**src/verilog/ccda_regs.svh**
```systemverilog
// register offsets, fields, resets and counts of the context and agu block
// assumes byte addressing on a 32-bit avalon-mm slave
// Functional notes
// - sixteen 16-bit general working registers
// - last register is the stack pointer
// - two alternate sets, first fifteen only
// - interrupt level selects alternate set persistently
// - swap instruction changes active set
// - status shows current and manual set
// - 23-bit program counter
// - 24-bit instruction words, 16-bit data
// - most instructions one cycle, some longer
// - do loops stay interruptible; repeat stalls fetch until its count ends
// - 16K-word data space, X and Y
// - general instructions use X generator only
// - dual operand fetch uses X and Y
// - upper 32 KB window onto program space
// - page registers extend data address
// - modulo wrap in X and Y
// - X modulo usable by general instructions
// - X generator bit-reversed sequencing
`ifndef CCDA_REGS_SVH
`define CCDA_REGS_SVH
`define CCDA_OFS_ALT_CFG 8'h00
`define CCDA_OFS_CTX_STAT 8'h04
`define CCDA_OFS_RD_PAGE 8'h08
`define CCDA_OFS_WR_PAGE 8'h0c
`define CCDA_OFS_PSV 8'h10
`define CCDA_OFS_XMOD_START 8'h14
`define CCDA_OFS_XMOD_END 8'h18
`define CCDA_OFS_YMOD_START 8'h1c
`define CCDA_OFS_YMOD_END 8'h20
`define CCDA_OFS_MOD_CTRL 8'h24
`define CCDA_OFS_PC 8'h28
`define CCDA_ALT1_LSB 0
`define CCDA_ALT2_LSB 4
`define CCDA_PSV_EN_BIT 15
`define CCDA_MODX_BIT 0
`define CCDA_MODY_BIT 1
`define CCDA_BREV_BIT 2
`define CCDA_RST_ALT_CFG 16'h0000
`define CCDA_RST_PAGE 9'h001
`define CCDA_PC_STEP 23'h000002
`define CCDA_PTR_STEP 16'h0002
`define CCDA_LONG_CYCLES 2'h1
`endif

```
**src/verilog/ccda_pkg.sv**
```systemverilog
// types shared by the context and agu block
// assumes ccda_regs.svh carries the numbers
package ccda_pkg;
    typedef enum logic [1:0] {
        CCDA_BUS_IDLE = 2'b01,
        CCDA_BUS_ACK = 2'b10
    } ccda_bus_state_type;
    typedef struct packed {
        logic [15:0] addr;
        logic modulo;
        logic bitrev;
        logic wr;
    } ccda_agu_req_type;
    typedef struct packed {
        logic [23:0] addr;
        logic prog;
    } ccda_ext_addr_type;
endpackage : ccda_pkg

```
**src/verilog/ccda_core.sv**
```systemverilog
// working registers, context sets, program counter and data address generators
// assumes decoder and memory on the same clock; registers over avalon-mm
`timescale 1ns/1ps
`include "ccda_regs.svh"
module ccda_core #(
    parameter logic [15:0] XY_BOUNDARY = 16'h1000
) (
    input wire logic i_sys_clk,
    input wire logic i_rst_n,
    input wire logic [7:0] i_avs_address,
    input wire logic i_avs_read,
    input wire logic i_avs_write,
    input wire logic [3:0] i_avs_byteenable,
    input wire logic [31:0] i_avs_writedata,
    output logic [31:0] o_avs_readdata,
    output logic o_avs_waitrequest,
    input wire logic [3:0] i_rd_a_idx,
    input wire logic [3:0] i_rd_b_idx,
    output logic [15:0] o_rd_a_data,
    output logic [15:0] o_rd_b_data,
    input wire logic i_wr_en,
    input wire logic [3:0] i_wr_idx,
    input wire logic [15:0] i_wr_data,
    input wire logic i_sp_push,
    input wire logic i_sp_pop,
    input wire logic i_irq_enter,
    input wire logic [2:0] i_irq_level,
    input wire logic i_irq_exit,
    input wire logic [1:0] i_irq_prev_ctx,
    input wire logic i_ctx_swap,
    input wire logic [1:0] i_swap_ctx,
    input wire logic i_pc_load,
    input wire logic [22:0] i_pc_target,
    input wire logic [23:0] i_instr_word,
    input wire logic i_instr_long,
    input wire logic i_repeat_start,
    input wire logic [13:0] i_repeat_count,
    input wire logic i_do_start,
    input wire logic [13:0] i_do_count,
    input wire logic [22:0] i_do_end,
    output logic [22:0] o_fetch_addr,
    output logic [23:0] o_instr,
    output logic o_stall,
    input wire logic i_x_valid,
    input wire ccda_pkg::ccda_agu_req_type i_x_req,
    input wire logic i_y_valid,
    input wire ccda_pkg::ccda_agu_req_type i_y_req,
    output ccda_pkg::ccda_ext_addr_type o_x_ext,
    output logic [15:0] o_x_next_ptr,
    output logic [15:0] o_y_addr,
    output logic [15:0] o_y_next_ptr,
    output logic o_y_region_fault
);
    // ----------------------------------------
    // functions
    // ----------------------------------------
    function automatic logic [5:0] slot(input logic [1:0] ctx, input logic [3:0] idx);
        slot = 6'(ctx * 15 + idx);
    endfunction : slot

    function automatic logic [15:0] mod_next(input logic [15:0] p, input logic [15:0] s,
                                             input logic [15:0] e);
        mod_next = (p[15:1] >= e[15:1]) ? s : 16'(p + `CCDA_PTR_STEP);
    endfunction : mod_next

    function automatic logic [15:0] rev16(input logic [15:0] v);
        for (int k = 0; k < 16; k++) begin
            rev16[k] = v[15 - k];
        end
    endfunction : rev16

    function automatic ccda_pkg::ccda_ext_addr_type ext_addr(input logic [15:0] ea,
            input logic [8:0] page, input logic psv_en, input logic [8:0] psv_page);
        ext_addr.prog = 1'b0;
        ext_addr.addr = {8'h00, ea};
        if (ea[15]) begin
            ext_addr.prog = psv_en;
            ext_addr.addr = psv_en ? {psv_page, ea[14:0]} : {page, ea[14:0]};
        end
    endfunction : ext_addr

    // ----------------------------------------
    // configuration registers
    // ----------------------------------------
    logic [15:0] alt_register_config_word;
    logic [8:0] data_read_page;
    logic [8:0] data_write_page;
    logic [15:0] psv_ctrl;
    logic [15:0] xmod_start;
    logic [15:0] xmod_end;
    logic [15:0] ymod_start;
    logic [15:0] ymod_end;
    logic [2:0] mod_ctrl;
    logic [15:0] brev_modifier;
    logic [1:0] current_context_index;
    logic [1:0] manual_context_index;
    logic [22:0] pc;
    ccda_pkg::ccda_bus_state_type bus_state;
    logic req;
    logic wr_hit;
    logic [15:0] wdata;
    logic [31:0] next_rdata;

    assign req = i_avs_read | i_avs_write;
    assign o_avs_waitrequest = req & (bus_state != ccda_pkg::CCDA_BUS_ACK);
    assign wr_hit = i_avs_write & (bus_state == ccda_pkg::CCDA_BUS_ACK);
    assign wdata = {i_avs_byteenable[1] ? i_avs_writedata[15:8] : 8'h00,
                    i_avs_byteenable[0] ? i_avs_writedata[7:0] : 8'h00};

    always_ff @(posedge i_sys_clk or negedge i_rst_n) begin
        if (!i_rst_n) begin
            bus_state <= ccda_pkg::CCDA_BUS_IDLE;
        end else begin
            case (bus_state)
                ccda_pkg::CCDA_BUS_IDLE: begin
                    if (req) begin
                        bus_state <= ccda_pkg::CCDA_BUS_ACK;
                    end
                end
                ccda_pkg::CCDA_BUS_ACK: begin
                    bus_state <= ccda_pkg::CCDA_BUS_IDLE;
                end
                default: begin
                    bus_state <= ccda_pkg::CCDA_BUS_IDLE;
                end
            endcase
        end
    end

    always_comb begin
        next_rdata = 32'h00000000;
        case (i_avs_address)
            `CCDA_OFS_ALT_CFG: next_rdata = {16'h0000, alt_register_config_word};
            `CCDA_OFS_CTX_STAT: next_rdata = {24'h000000, 2'h0,
                                              manual_context_index, 2'h0, current_context_index};
            `CCDA_OFS_RD_PAGE: next_rdata = {23'h000000, data_read_page};
            `CCDA_OFS_WR_PAGE: next_rdata = {23'h000000, data_write_page};
            `CCDA_OFS_PSV: next_rdata = {16'h0000, psv_ctrl};
            `CCDA_OFS_XMOD_START: next_rdata = {16'h0000, xmod_start};
            `CCDA_OFS_XMOD_END: next_rdata = {16'h0000, xmod_end};
            `CCDA_OFS_YMOD_START: next_rdata = {16'h0000, ymod_start};
            `CCDA_OFS_YMOD_END: next_rdata = {16'h0000, ymod_end};
            `CCDA_OFS_MOD_CTRL: next_rdata = {brev_modifier, 13'h0000, mod_ctrl};
            `CCDA_OFS_PC: next_rdata = {9'h000, pc};
            default: next_rdata = 32'h00000000;
        endcase
    end

    always_ff @(posedge i_sys_clk or negedge i_rst_n) begin
        if (!i_rst_n) begin
            o_avs_readdata <= 32'h00000000;
        end else if (i_avs_read && bus_state == ccda_pkg::CCDA_BUS_IDLE) begin
            o_avs_readdata <= next_rdata;
        end
    end

    always_ff @(posedge i_sys_clk or negedge i_rst_n) begin
        if (!i_rst_n) begin
            alt_register_config_word <= `CCDA_RST_ALT_CFG;
            data_read_page <= `CCDA_RST_PAGE;
            data_write_page <= `CCDA_RST_PAGE;
            psv_ctrl <= 16'h0000;
            xmod_start <= 16'h0000;
            xmod_end <= 16'h0000;
            ymod_start <= 16'h0000;
            ymod_end <= 16'h0000;
            mod_ctrl <= 3'h0;
            brev_modifier <= 16'h0000;
        end else if (wr_hit) begin
            case (i_avs_address)
                `CCDA_OFS_ALT_CFG: alt_register_config_word <= wdata & 16'h0077;
                `CCDA_OFS_RD_PAGE: data_read_page <= wdata[8:0];
                `CCDA_OFS_WR_PAGE: data_write_page <= wdata[8:0];
                `CCDA_OFS_PSV: psv_ctrl <= wdata & 16'h81ff;
                `CCDA_OFS_XMOD_START: xmod_start <= wdata;
                `CCDA_OFS_XMOD_END: xmod_end <= wdata;
                `CCDA_OFS_YMOD_START: ymod_start <= wdata;
                `CCDA_OFS_YMOD_END: ymod_end <= wdata;
                `CCDA_OFS_MOD_CTRL: begin
                    mod_ctrl <= wdata[2:0];
                    brev_modifier <= {i_avs_byteenable[3] ? i_avs_writedata[31:24] : 8'h00,
                                      i_avs_byteenable[2] ? i_avs_writedata[23:16] : 8'h00};
                end
                default: begin
                end
            endcase
        end
    end

    // ----------------------------------------
    // context selection
    // ----------------------------------------
    logic [2:0] alt1_level;
    logic [2:0] alt2_level;
    assign alt1_level = alt_register_config_word[`CCDA_ALT1_LSB +: 3];
    assign alt2_level = alt_register_config_word[`CCDA_ALT2_LSB +: 3];

    always_ff @(posedge i_sys_clk or negedge i_rst_n) begin
        if (!i_rst_n) begin
            current_context_index <= 2'h0;
            manual_context_index <= 2'h0;
        end else if (i_irq_enter && i_irq_level != 3'h0 && i_irq_level != 3'h7) begin
            if (i_irq_level == alt1_level) begin
                current_context_index <= 2'h1;
            end else if (i_irq_level == alt2_level) begin
                current_context_index <= 2'h2;
            end
        end else if (i_irq_exit && i_irq_prev_ctx != 2'h3) begin
            current_context_index <= i_irq_prev_ctx;
        end else if (i_ctx_swap && i_swap_ctx != 2'h3) begin
            current_context_index <= i_swap_ctx;
            manual_context_index <= i_swap_ctx;
        end
    end

    // ----------------------------------------
    // working registers and stack pointer
    // ----------------------------------------
    logic [15:0] wreg [0:44];
    logic [15:0] software_stack_pointer;

    always_ff @(posedge i_sys_clk or negedge i_rst_n) begin
        if (!i_rst_n) begin
            for (int k = 0; k < 45; k++) begin
                wreg[k] <= 16'h0000;
            end
        end else if (i_wr_en && i_wr_idx != 4'hf) begin
            wreg[slot(current_context_index, i_wr_idx)] <= i_wr_data;
        end
    end

    always_ff @(posedge i_sys_clk or negedge i_rst_n) begin
        if (!i_rst_n) begin
            software_stack_pointer <= 16'h0000;
        end else if (i_wr_en && i_wr_idx == 4'hf) begin
            software_stack_pointer <= i_wr_data;
        end else if (i_sp_push) begin
            software_stack_pointer <= 16'(software_stack_pointer + `CCDA_PTR_STEP);
        end else if (i_sp_pop) begin
            software_stack_pointer <= 16'(software_stack_pointer - `CCDA_PTR_STEP);
        end
    end

    always_ff @(posedge i_sys_clk or negedge i_rst_n) begin
        if (!i_rst_n) begin
            o_rd_a_data <= 16'h0000;
            o_rd_b_data <= 16'h0000;
        end else begin
            o_rd_a_data <= (i_rd_a_idx == 4'hf) ? software_stack_pointer :
                           wreg[slot(current_context_index, i_rd_a_idx)];
            o_rd_b_data <= (i_rd_b_idx == 4'hf) ? software_stack_pointer :
                           wreg[slot(current_context_index, i_rd_b_idx)];
        end
    end

    // ----------------------------------------
    // program counter, fetch and loops
    // ----------------------------------------
    logic [1:0] long_cnt;
    logic [13:0] repeat_cnt;
    logic [13:0] do_cnt;
    logic [22:0] do_top;
    logic [22:0] do_last;
    assign o_stall = (long_cnt != 2'h0) | (repeat_cnt != 14'h0000);
    assign o_fetch_addr = pc;

    always_ff @(posedge i_sys_clk or negedge i_rst_n) begin
        if (!i_rst_n) begin
            long_cnt <= 2'h0;
        end else if (long_cnt != 2'h0) begin
            long_cnt <= 2'(long_cnt - 2'h1);
        end else if (i_instr_long) begin
            long_cnt <= `CCDA_LONG_CYCLES;
        end
    end

    always_ff @(posedge i_sys_clk or negedge i_rst_n) begin
        if (!i_rst_n) begin
            repeat_cnt <= 14'h0000;
        end else if (i_repeat_start) begin
            repeat_cnt <= i_repeat_count;
        end else if (repeat_cnt != 14'h0000 && long_cnt == 2'h0) begin
            repeat_cnt <= 14'(repeat_cnt - 14'h0001);
        end
    end

    always_ff @(posedge i_sys_clk or negedge i_rst_n) begin
        if (!i_rst_n) begin
            do_cnt <= 14'h0000;
            do_top <= 23'h000000;
            do_last <= 23'h000000;
        end else if (i_do_start) begin
            do_cnt <= i_do_count;
            do_top <= 23'(pc + `CCDA_PC_STEP);
            do_last <= i_do_end;
        end else if (!o_stall && !i_pc_load && pc == do_last && do_cnt != 14'h0000) begin
            do_cnt <= 14'(do_cnt - 14'h0001);
        end
    end

    always_ff @(posedge i_sys_clk or negedge i_rst_n) begin
        if (!i_rst_n) begin
            pc <= 23'h000000;
        end else if (i_pc_load) begin
            pc <= {i_pc_target[22:1], 1'b0};
        end else if (!o_stall) begin
            if (pc == do_last && do_cnt != 14'h0000) begin
                pc <= do_top;
            end else begin
                pc <= 23'(pc + `CCDA_PC_STEP);
            end
        end
    end

    always_ff @(posedge i_sys_clk or negedge i_rst_n) begin
        if (!i_rst_n) begin
            o_instr <= 24'h000000;
        end else if (!o_stall) begin
            o_instr <= i_instr_word;
        end
    end

    // ----------------------------------------
    // x and y address generators
    // ----------------------------------------
    logic [15:0] x_step;
    logic [15:0] y_step;
    always_comb begin
        x_step = 16'(i_x_req.addr + `CCDA_PTR_STEP);
        if (i_x_req.bitrev && mod_ctrl[`CCDA_BREV_BIT]) begin
            x_step = rev16(16'(rev16(i_x_req.addr) + rev16(brev_modifier)));
        end else if (i_x_req.modulo && mod_ctrl[`CCDA_MODX_BIT]) begin
            x_step = mod_next(i_x_req.addr, xmod_start, xmod_end);
        end
        y_step = 16'(i_y_req.addr + `CCDA_PTR_STEP);
        if (i_y_req.modulo && mod_ctrl[`CCDA_MODY_BIT]) begin
            y_step = mod_next(i_y_req.addr, ymod_start, ymod_end);
        end
    end

    always_ff @(posedge i_sys_clk or negedge i_rst_n) begin
        if (!i_rst_n) begin
            o_x_ext <= '0;
            o_x_next_ptr <= 16'h0000;
        end else if (i_x_valid) begin
            o_x_ext <= ext_addr(i_x_req.addr,
                                i_x_req.wr ? data_write_page : data_read_page,
                                psv_ctrl[`CCDA_PSV_EN_BIT] & ~i_x_req.wr, psv_ctrl[8:0]);
            o_x_next_ptr <= x_step;
        end
    end

    always_ff @(posedge i_sys_clk or negedge i_rst_n) begin
        if (!i_rst_n) begin
            o_y_addr <= 16'h0000;
            o_y_next_ptr <= 16'h0000;
            o_y_region_fault <= 1'b0;
        end else if (i_y_valid) begin
            o_y_addr <= i_y_req.addr;
            o_y_next_ptr <= y_step;
            o_y_region_fault <= (i_y_req.addr < XY_BOUNDARY) | i_y_req.addr[15];
        end
    end

    // ----------------------------------------
    // checks
    // ----------------------------------------
    a_sp_push_step: assert property (@(posedge i_sys_clk) disable iff (!i_rst_n)
        i_sp_push && !i_wr_en |=> software_stack_pointer == $past(software_stack_pointer) + 16'h2)
        else $error("stack pointer push step wrong");
    a_irq_alt_one: assert property (@(posedge i_sys_clk) disable iff (!i_rst_n)
        i_irq_enter && i_irq_level == alt1_level && i_irq_level inside {[3'h1:3'h6]}
        |=> current_context_index == 2'h1) else $error("alt set not taken on irq");
    a_ctx_persist: assert property (@(posedge i_sys_clk) disable iff (!i_rst_n)
        !i_irq_enter && !i_irq_exit && !i_ctx_swap |=> $stable(current_context_index))
        else $error("context changed without cause");
    a_swap_manual: assert property (@(posedge i_sys_clk) disable iff (!i_rst_n)
        i_ctx_swap && !i_irq_enter && !i_irq_exit && i_swap_ctx != 2'h3
        |=> current_context_index == $past(i_swap_ctx)
        && manual_context_index == $past(i_swap_ctx)) else $error("swap mismatch");
    a_pc_advance: assert property (@(posedge i_sys_clk) disable iff (!i_rst_n)
        !i_pc_load && !o_stall && !(pc == do_last && do_cnt != 14'h0) |=> pc == $past(pc) + 23'h2)
        else $error("pc did not advance");
    a_long_stall: assert property (@(posedge i_sys_clk) disable iff (!i_rst_n)
        i_instr_long && long_cnt == 2'h0 |=> o_stall) else $error("long instr no stall");
    a_repeat_hold: assert property (@(posedge i_sys_clk) disable iff (!i_rst_n)
        i_repeat_start && i_repeat_count == 14'h2 && !i_pc_load
        ##1 (!i_pc_load && !i_repeat_start)[*2] |=> pc == $past(pc, 2))
        else $error("pc moved during repeat");
    a_xmod_wrap: assert property (@(posedge i_sys_clk) disable iff (!i_rst_n)
        i_x_valid && i_x_req.modulo && !i_x_req.bitrev && mod_ctrl[0] && i_x_req.addr == xmod_end
        |=> o_x_next_ptr == xmod_start) else $error("x modulo wrap missed");
    a_psv_map: assert property (@(posedge i_sys_clk) disable iff (!i_rst_n)
        i_x_valid && !i_x_req.wr && i_x_req.addr[15] && psv_ctrl[15] && !wr_hit
        |=> o_x_ext.prog && o_x_ext.addr[23:15] == psv_ctrl[8:0])
        else $error("psv mapping wrong");
    a_bus_one_wait: assert property (@(posedge i_sys_clk) disable iff (!i_rst_n)
        $rose(req) |-> o_avs_waitrequest ##1 !o_avs_waitrequest) else $error("bus wait wrong");
    c_swap: cover property (@(posedge i_sys_clk) disable iff (!i_rst_n) i_ctx_swap);
    c_irq_alt2: cover property (@(posedge i_sys_clk) disable iff (!i_rst_n)
        i_irq_enter ##1 current_context_index == 2'h2);
    c_do_loop: cover property (@(posedge i_sys_clk) disable iff (!i_rst_n)
        pc == do_last && do_cnt != 14'h0 && !o_stall);
    c_bus_read: cover property (@(posedge i_sys_clk) disable iff (!i_rst_n)
        i_avs_read && !o_avs_waitrequest);
endmodule : ccda_core

```
**config.mk**
```make
export PLATFORM = sky130hd
export DESIGN_NAME = ccda_core
export DESIGN_NICKNAME = d
export VERILOG_FILES = /design/src/verilog/ccda_pkg.sv /design/src/verilog/ccda_core.sv
export VERILOG_INCLUDE_DIRS = /design/src /design/src/verilog
export SDC_FILE = /design/constraint.sdc
export NUM_CORES = 2
export LEC_CHECK = 0
export ABC_CLOCK_PERIOD_IN_PS = 3400
export BUFFER_PORTS_ARGS = -buffer_cell sky130_fd_sc_hd__buf_2
export CAP_MARGIN = 20
export CORE_MARGIN = 2
export CORE_UTILIZATION = 55
export DETAILED_ROUTE_END_ITERATION = 8
export GPL_TIMING_DRIVEN = 0
export PLACE_DENSITY = 0.77
export SYNTH_ARGS = -nofsm -noshare
export SYNTH_HDL_FRONTEND = slang
export SYNTH_SLANG_ARGS = --single-unit
```
**constraint.sdc**
```tcl
create_clock -name i_sys_clk -period 3.4 [get_ports i_sys_clk]
set_clock_uncertainty 0.15 [all_clocks]
set_input_delay 0.68 -clock i_sys_clk [delete_from_list [all_inputs] [get_ports i_sys_clk]]
set_output_delay 0.68 -clock i_sys_clk [all_outputs]
set_load 0.005 [all_outputs]
```
## Word level (Yosys, flattened, before mapping)

Index checks and enable logic that the tools add are counted.

- Logic and storage cells: 216
- Register bits: 1,120

- Reduce and logical (&&, ||, !) cells: 40
- Eq/ne operators: 26
- Add/sub/neg operators: 12
- Multipliers: 1
- Bitwise gates (word level): 12
- Magnitude comparators: 7
- Multiplexer cells: 43

Operators with widths:

| kind | number |
|---|---|
| 720-bit bitwise mux | 1 |
| 32-bit case mux with 11 select lines | 1 |
| 16-bit two-way mux | 15 |
| 16-bit binary-select mux with 6-bit select | 2 |
| 16-bit demux with 6-bit select | 1 |
| 23-bit two-way mux | 3 |
| 14-bit two-way mux | 4 |
| 16-bit by 2-bit adder with 16-bit output (second input constant) | 3 |
| 8-bit by 5-bit == test with 1-bit output (second input constant) | 4 |
| 8-bit two-way mux | 4 |
| 15-bit >= comparator | 2 |
| 14-bit nonzero test | 2 |
| 14-bit by 1-bit subtractor with 14-bit output (second input constant) | 2 |
| 25-bit two-way mux | 1 |
| 8-bit by 6-bit == test with 1-bit output (second input constant) | 3 |
| 24-bit two-way mux | 1 |
| 23-bit by 2-bit adder with 23-bit output (second input constant) | 1 |
| 23-bit == test | 1 |
| 7-bit >= comparator (second input constant) | 3 |
| 6-bit NOT with 7-bit output | 3 |
| 2-bit AND reduction | 10 |
| 6-bit by 4-bit adder with 6-bit output | 3 |
| 2-bit two-way mux | 9 |
| 16-bit adder | 1 |
| 26 further kinds | 61 |

## Depth between registers and ports, before layout

- Word-level depth: 8
- Gate-level depth with buffers: 14

## Least setup slack after synthesis

No wires, ideal clock.

- Path kind: input to register
- From: in i_rd_b_idx[0]
- To: reg o_rd_b_data[15]
- Data required time: 3,109 ps
- Setup slack: -156 ps
- Cell stages on the path: 11
- Setup time: 141 ps
- Data arrival time: 3,264 ps
- Cells stage by stage: ha_1 -> fa_1 -> clkbuf_1 -> clkbuf_1 -> clkbuf_1 -> mux4_2 -> mux4_2 -> nand2_1 -> o21ai_0 -> nand2_1 -> a31oi_1

- Word-level cells in the longest chain between the ends: 6
- Elaborated cells on any way between the ends: 7
- Those cells by class: add/sub: 1; eq/ne: 1; mux: 4; bitwise: 1

RTL lines:

| what | RTL line | RTL |
|---|---|---|
| start, declared | ccda_core.sv:18 | `input wire logic [3:0] i_rd_b_idx,` |
| 6-bit by 4-bit adder with 6-bit output | ccda_core.sv:58 | `slot = 6'(ctx * 15 + idx);` |
| 6-bit NOT with 7-bit output (implied by the code) | ccda_core.sv:252 | `wreg[slot(current_context_index, i_rd_b_idx)];` |
| 16-bit binary-select mux with 6-bit select | ccda_core.sv:252 |  |
| 16-bit two-way mux (implied by the code) (2 in a row) | ccda_core.sv:252 |  |
| 16-bit two-way mux (*) | ccda_core.sv:251 | `o_rd_b_data <= (i_rd_b_idx == 4'hf) ? software_stack_pointer :` |
| end signal, assigned | ccda_core.sv:251 |  |
| end, declared | ccda_core.sv:20 | `output logic [15:0] o_rd_b_data,` |

Mark *: on every way between the ends. The rest lies on a longest branch, timed or not. The select of a mux whose other input is x is not followed.
A chain may end at the register's enable or synchronous reset.

## Final worst setup path

- From: reg current_context_index[0]
- To: reg o_rd_a_data[0]

- Word-level cells in the longest chain between the ends: 7

RTL lines:

| what | RTL line | RTL |
|---|---|---|
| start, declared | ccda_core.sv:95 | `logic [1:0] current_context_index;` |
| start signal, assigned | ccda_core.sv:209 | `current_context_index <= i_irq_prev_ctx;` |
| start signal, assigned | ccda_core.sv:211 | `current_context_index <= i_swap_ctx;` |
| 2-bit by 4-bit multiplier with 6-bit output | ccda_core.sv:58 |  |
| 6-bit by 4-bit adder with 6-bit output | ccda_core.sv:58 |  |
| 6-bit NOT with 7-bit output (implied by the code) | ccda_core.sv:250 | `wreg[slot(current_context_index, i_rd_a_idx)];` |
| 16-bit binary-select mux with 6-bit select | ccda_core.sv:250 |  |
| 16-bit two-way mux (implied by the code) (2 in a row) | ccda_core.sv:250 |  |
| 16-bit two-way mux | ccda_core.sv:249 | `o_rd_a_data <= (i_rd_a_idx == 4'hf) ? software_stack_pointer :` |
| end signal, assigned | ccda_core.sv:249 |  |
| end, declared | ccda_core.sv:19 | `output logic [15:0] o_rd_a_data,` |

No other way between the ends. The select of a mux whose other input is x is not followed.

==> flow_summary.json <==
{
  "status": "finished, violations left",
  "failed_checks": "negative setup slack",
  "hold_viol": 0,
  "ys_seq_area_share_pct": 47.2,
  "clk_pin_slew_worst_paths_ns": 0.06,
  "hold_end": "do_last[12]$_DFFE_PN0P_",
  "grt_pass1_vias": 46500,
  "rrSetupSlack_ns": -0.65,
  "synthFlopType": "dfrtp_1",
  "row_count": 120,
  "final_max_slew_viol_count": 0,
  "core_area_sq_mm": 0.107,
  "final.setup.tns_ns": -232.80,
  "setup_viol": 759,
  "p_leak_nw": 33.3,
  "start_util_pct": 55.5,
  "setup_ws_ns": -0.654,
  "async_reset_ff_share_pct": 100,
  "reg2regPathDepth": 12,
  "numCtsBuffers": 118,
  "post-route-min-period_ns": 4.05,
  "max_slew_margin_pct": 14.0,
  "hold_class": "in2reg",
  "min_delay_path_depth": 2,
  "cp_max_fo": 8,
  "dp.cells": 6459,
  "post-route-drc-count": 0,
  "cts_buffer_depth": 3,
  "cts_tree": "built",
  "grt_max_degree": 161,
  "cts_sinks": 1120,
  "dp_hpwl_microns": 150000,
  "drtAntennaViolNets": 0,
  "grt_overflow": 0,
  "drtIter0Drc": 6543,
  "post-route-period-util_pct": 119,
  "synth_edf_count": 0,
  "syn_inst": 4651,
  "start_kind": "flip-flop",
  "yosysWarnings": 0,
  "antenna_found_initial": 21,
  "grt_util_all_layers_pct": 38.5,
  "arrival_ns": 4.42,
  "ys_ff_latch": 1120,
  "netlist-cell-type-count": 71,
  "rr_endpoint": "o_rd_a_data[0]$_DFF_PN0_",
  "io_pins": 418,
  "netlist_top_cells_count": "dfrtp_1, mux2_2, nand2_1",
  "dr_total_vias": 47600,
  "clock.fmax_ghz": 0.247,
  "worst_pin_slew_ns": 1.29,
  "whs_ns": 0.0332,
  "area_delta_synth_final_pct": 24.8,
  "maxCapViolCount": 0,
  "critPathKind": "reg2reg",
  "end_kind": "flip-flop",
  "yosysTopAreaCell": "dfrtp_1",
  "cts-root-buf": "clkbuf_16",
  "timing.rr.start": "current_context_index[0]$_DFFE_PN0P_",
  "avgRoutedWirePerCell_microns": 32.1,
  "hold_start": "i_do_end[12]",
  "ir_worst_vdd_mv": 0.572,
  "gp_congestion": 1.05,
  "drtPass1Iterations": 8,
  "nNetsFinal": 5770,
  "vias_per_cell": 6.83,
  "port_buffers": 392,
  "die_area_sq_mm": 0.111,
  "synth_area_sq_mm": 0.0594,
  "synth_fp_nets": 4967,
  "yosysMostFrequentCell": "dfrtp_1",
  "dp_slack_ns": -2.00,
  "rsz0062_at_grt": "true",
  "yosys-top-cells-area": "dfrtp_1, mux4_2, mux2_2",
  "power.density_mw_per_mm2": 821,
  "wl_microns": 224000,
  "die_y_microns": 333,
  "drive_above_1_share_pct": 43.9,
  "die_w_microns": 333,
  "layout.cells.non_filler": 6975,
  "grt_pass1_wl_microns": 312000,
  "synth_top_cell_area_share_pct": 47.0,
  "worstSkewPairLatency_ns": 0.77,
  "synth.avg_cell_area_sq_um": 12.8,
  "required_ns": 3.77,
  "cts_htree_levels": 3
}
==> critical path, stage by stage, from the launching register on <==
cell       delay, ns
dfrtp_2         0.51
inv_4           0.14
ha_4            0.23
fa_2            0.73
clkbuf_16       0.29
buf_4           0.15
clkbuf_8        0.15
mux4_2          0.29
mux2_2          0.31
o21ai_2         0.45
o21ai_2         0.10
nand2_2         0.15
a31oi_4         0.15
==> layout make-up <==
cell class	count	area [sq um]
fill	7080	33000
multi-input combinational	3090	31500
sequential	1120	28000
timing repair buffer	691	5650
clock buffer	177	3450
buffer	361	2770
tap	1403	1760
clock inverter	43	703
inverter	72	277
antenna	18	45.0
==> registers in the layout, indices dropped and copies added (netlist names), 10 cells and up <==
| signal | count |
|---|---|
| brev_modifier | 16 |
| do_cnt | 14 |
| do_last | 23 |
| do_top | 23 |
| o_avs_readdata | 32 |
| o_fetch_addr | 23 |
| o_instr | 24 |
| o_rd_a_data | 16 |
| o_rd_b_data | 16 |
| o_x_ext | 25 |
| o_x_next_ptr | 16 |
| o_y_addr | 16 |
| o_y_next_ptr | 16 |
| psv_ctrl | 10 |
| repeat_cnt | 14 |
| software_stack_pointer | 16 |
| wreg | 720 |
| xmod_end | 16 |
| xmod_start | 16 |
| ymod_end | 16 |
| ymod_start | 16 |
==> power by group <==
part,internal (mW),total [mW],switching (mW)
sequential,17.3,20.7,3.42
combinational,13.1,26.3,13.2
clock,8.05,13.9,5.84
==> layout by cell type, fill, tap and decap left out, drive strengths merged, types with 73 or more instances in the layout <==
cell type | Yosys | final
nor2 | 180 | 180
ha | 80 | 80
dlygate4sd3 | 0 | 85
o21ai | 260 | 260
mux4 | 418 | 418
buf | 131 | 722
xnor2 | 91 | 91
nand2 | 506 | 506
inv | 71 | 73
a21oi | 100 | 100
clkbuf | 238 | 422
nand3 | 82 | 82
dfrtp | 1117 | 1117
mux2 | 819 | 819
==> cell families after synthesis <==
| logic type | Yosys count | synth area share [%] |
|---|---|---|
| DFF | 1120 | 47.2 |
| adders and majority gates | 85 | 1.85 |
| xor gates and xnor gates | 135 | 1.99 |
| muxes | 1292 | 32.3 |
| AOI/OAI and AO/OA | 605 | 6.27 |
| buffers and inverters | 441 | 3.06 |
| and+or+nand+nor | 973 | 7.40 |
==> routing by layer <==
metal | up-vias | routed length [microns] | global-route usage, %
met5 | - | 174 | 0
met4 | 10 | 19400 | 26.6
met3 | 982 | 26800 | 11.0
met2 | 3643 | 100000 | 58.3
met1 | 24200 | 77700 | 48.2
li1 | 18800 | - | -
==> metrics by stage <==
step	utilization (%)	power [mW]	cell area [sq um]
3_5_place_dp	59.3	40.9	63500
4_1_cts	66.5	57.7	71300
3_3_place_gp	59.0	40.0	63200
2_1_floorplan	-	33.2	59500
6_report	69.2	60.9	74200
5_1_grt	69.2	62.2	74200
==> worst max-delay path by stage <==
stage                                              start                        end  slack (ns)  cells past startpoint
floorplan                                  i_rd_a_idx[0]   o_rd_a_data[0]$_DFF_PN0_        0.02                      9
global placement                                 i_rst_n      wreg[229]$_DFFE_PN0P_      -22.73                      1
detailed placement  current_context_index[0]$_DFFE_PN0P_  o_rd_b_data[15]$_DFF_PN0_       -2.00                     13
CTS                 current_context_index[0]$_DFFE_PN0P_  o_rd_a_data[14]$_DFF_PN0_       -0.45                     11
global route        current_context_index[0]$_DFFE_PN0P_   o_rd_a_data[0]$_DFF_PN0_       -0.57                     12
finish              current_context_index[0]$_DFFE_PN0P_   o_rd_a_data[0]$_DFF_PN0_       -0.65                     12
==> timing repair <==
item | 4_1_cts | 5_1_grt
setup endpoints to repair | 757 | 941
pin swaps | 70 | 49
hold buffers | 85 | 0
setup buffers | 61 | 107
cloned | 11 | 24
resized for setup | 570 | 352
hold endpoints to repair | 184 | 0
No activity file was read; power rests on OpenSTA's default activity.
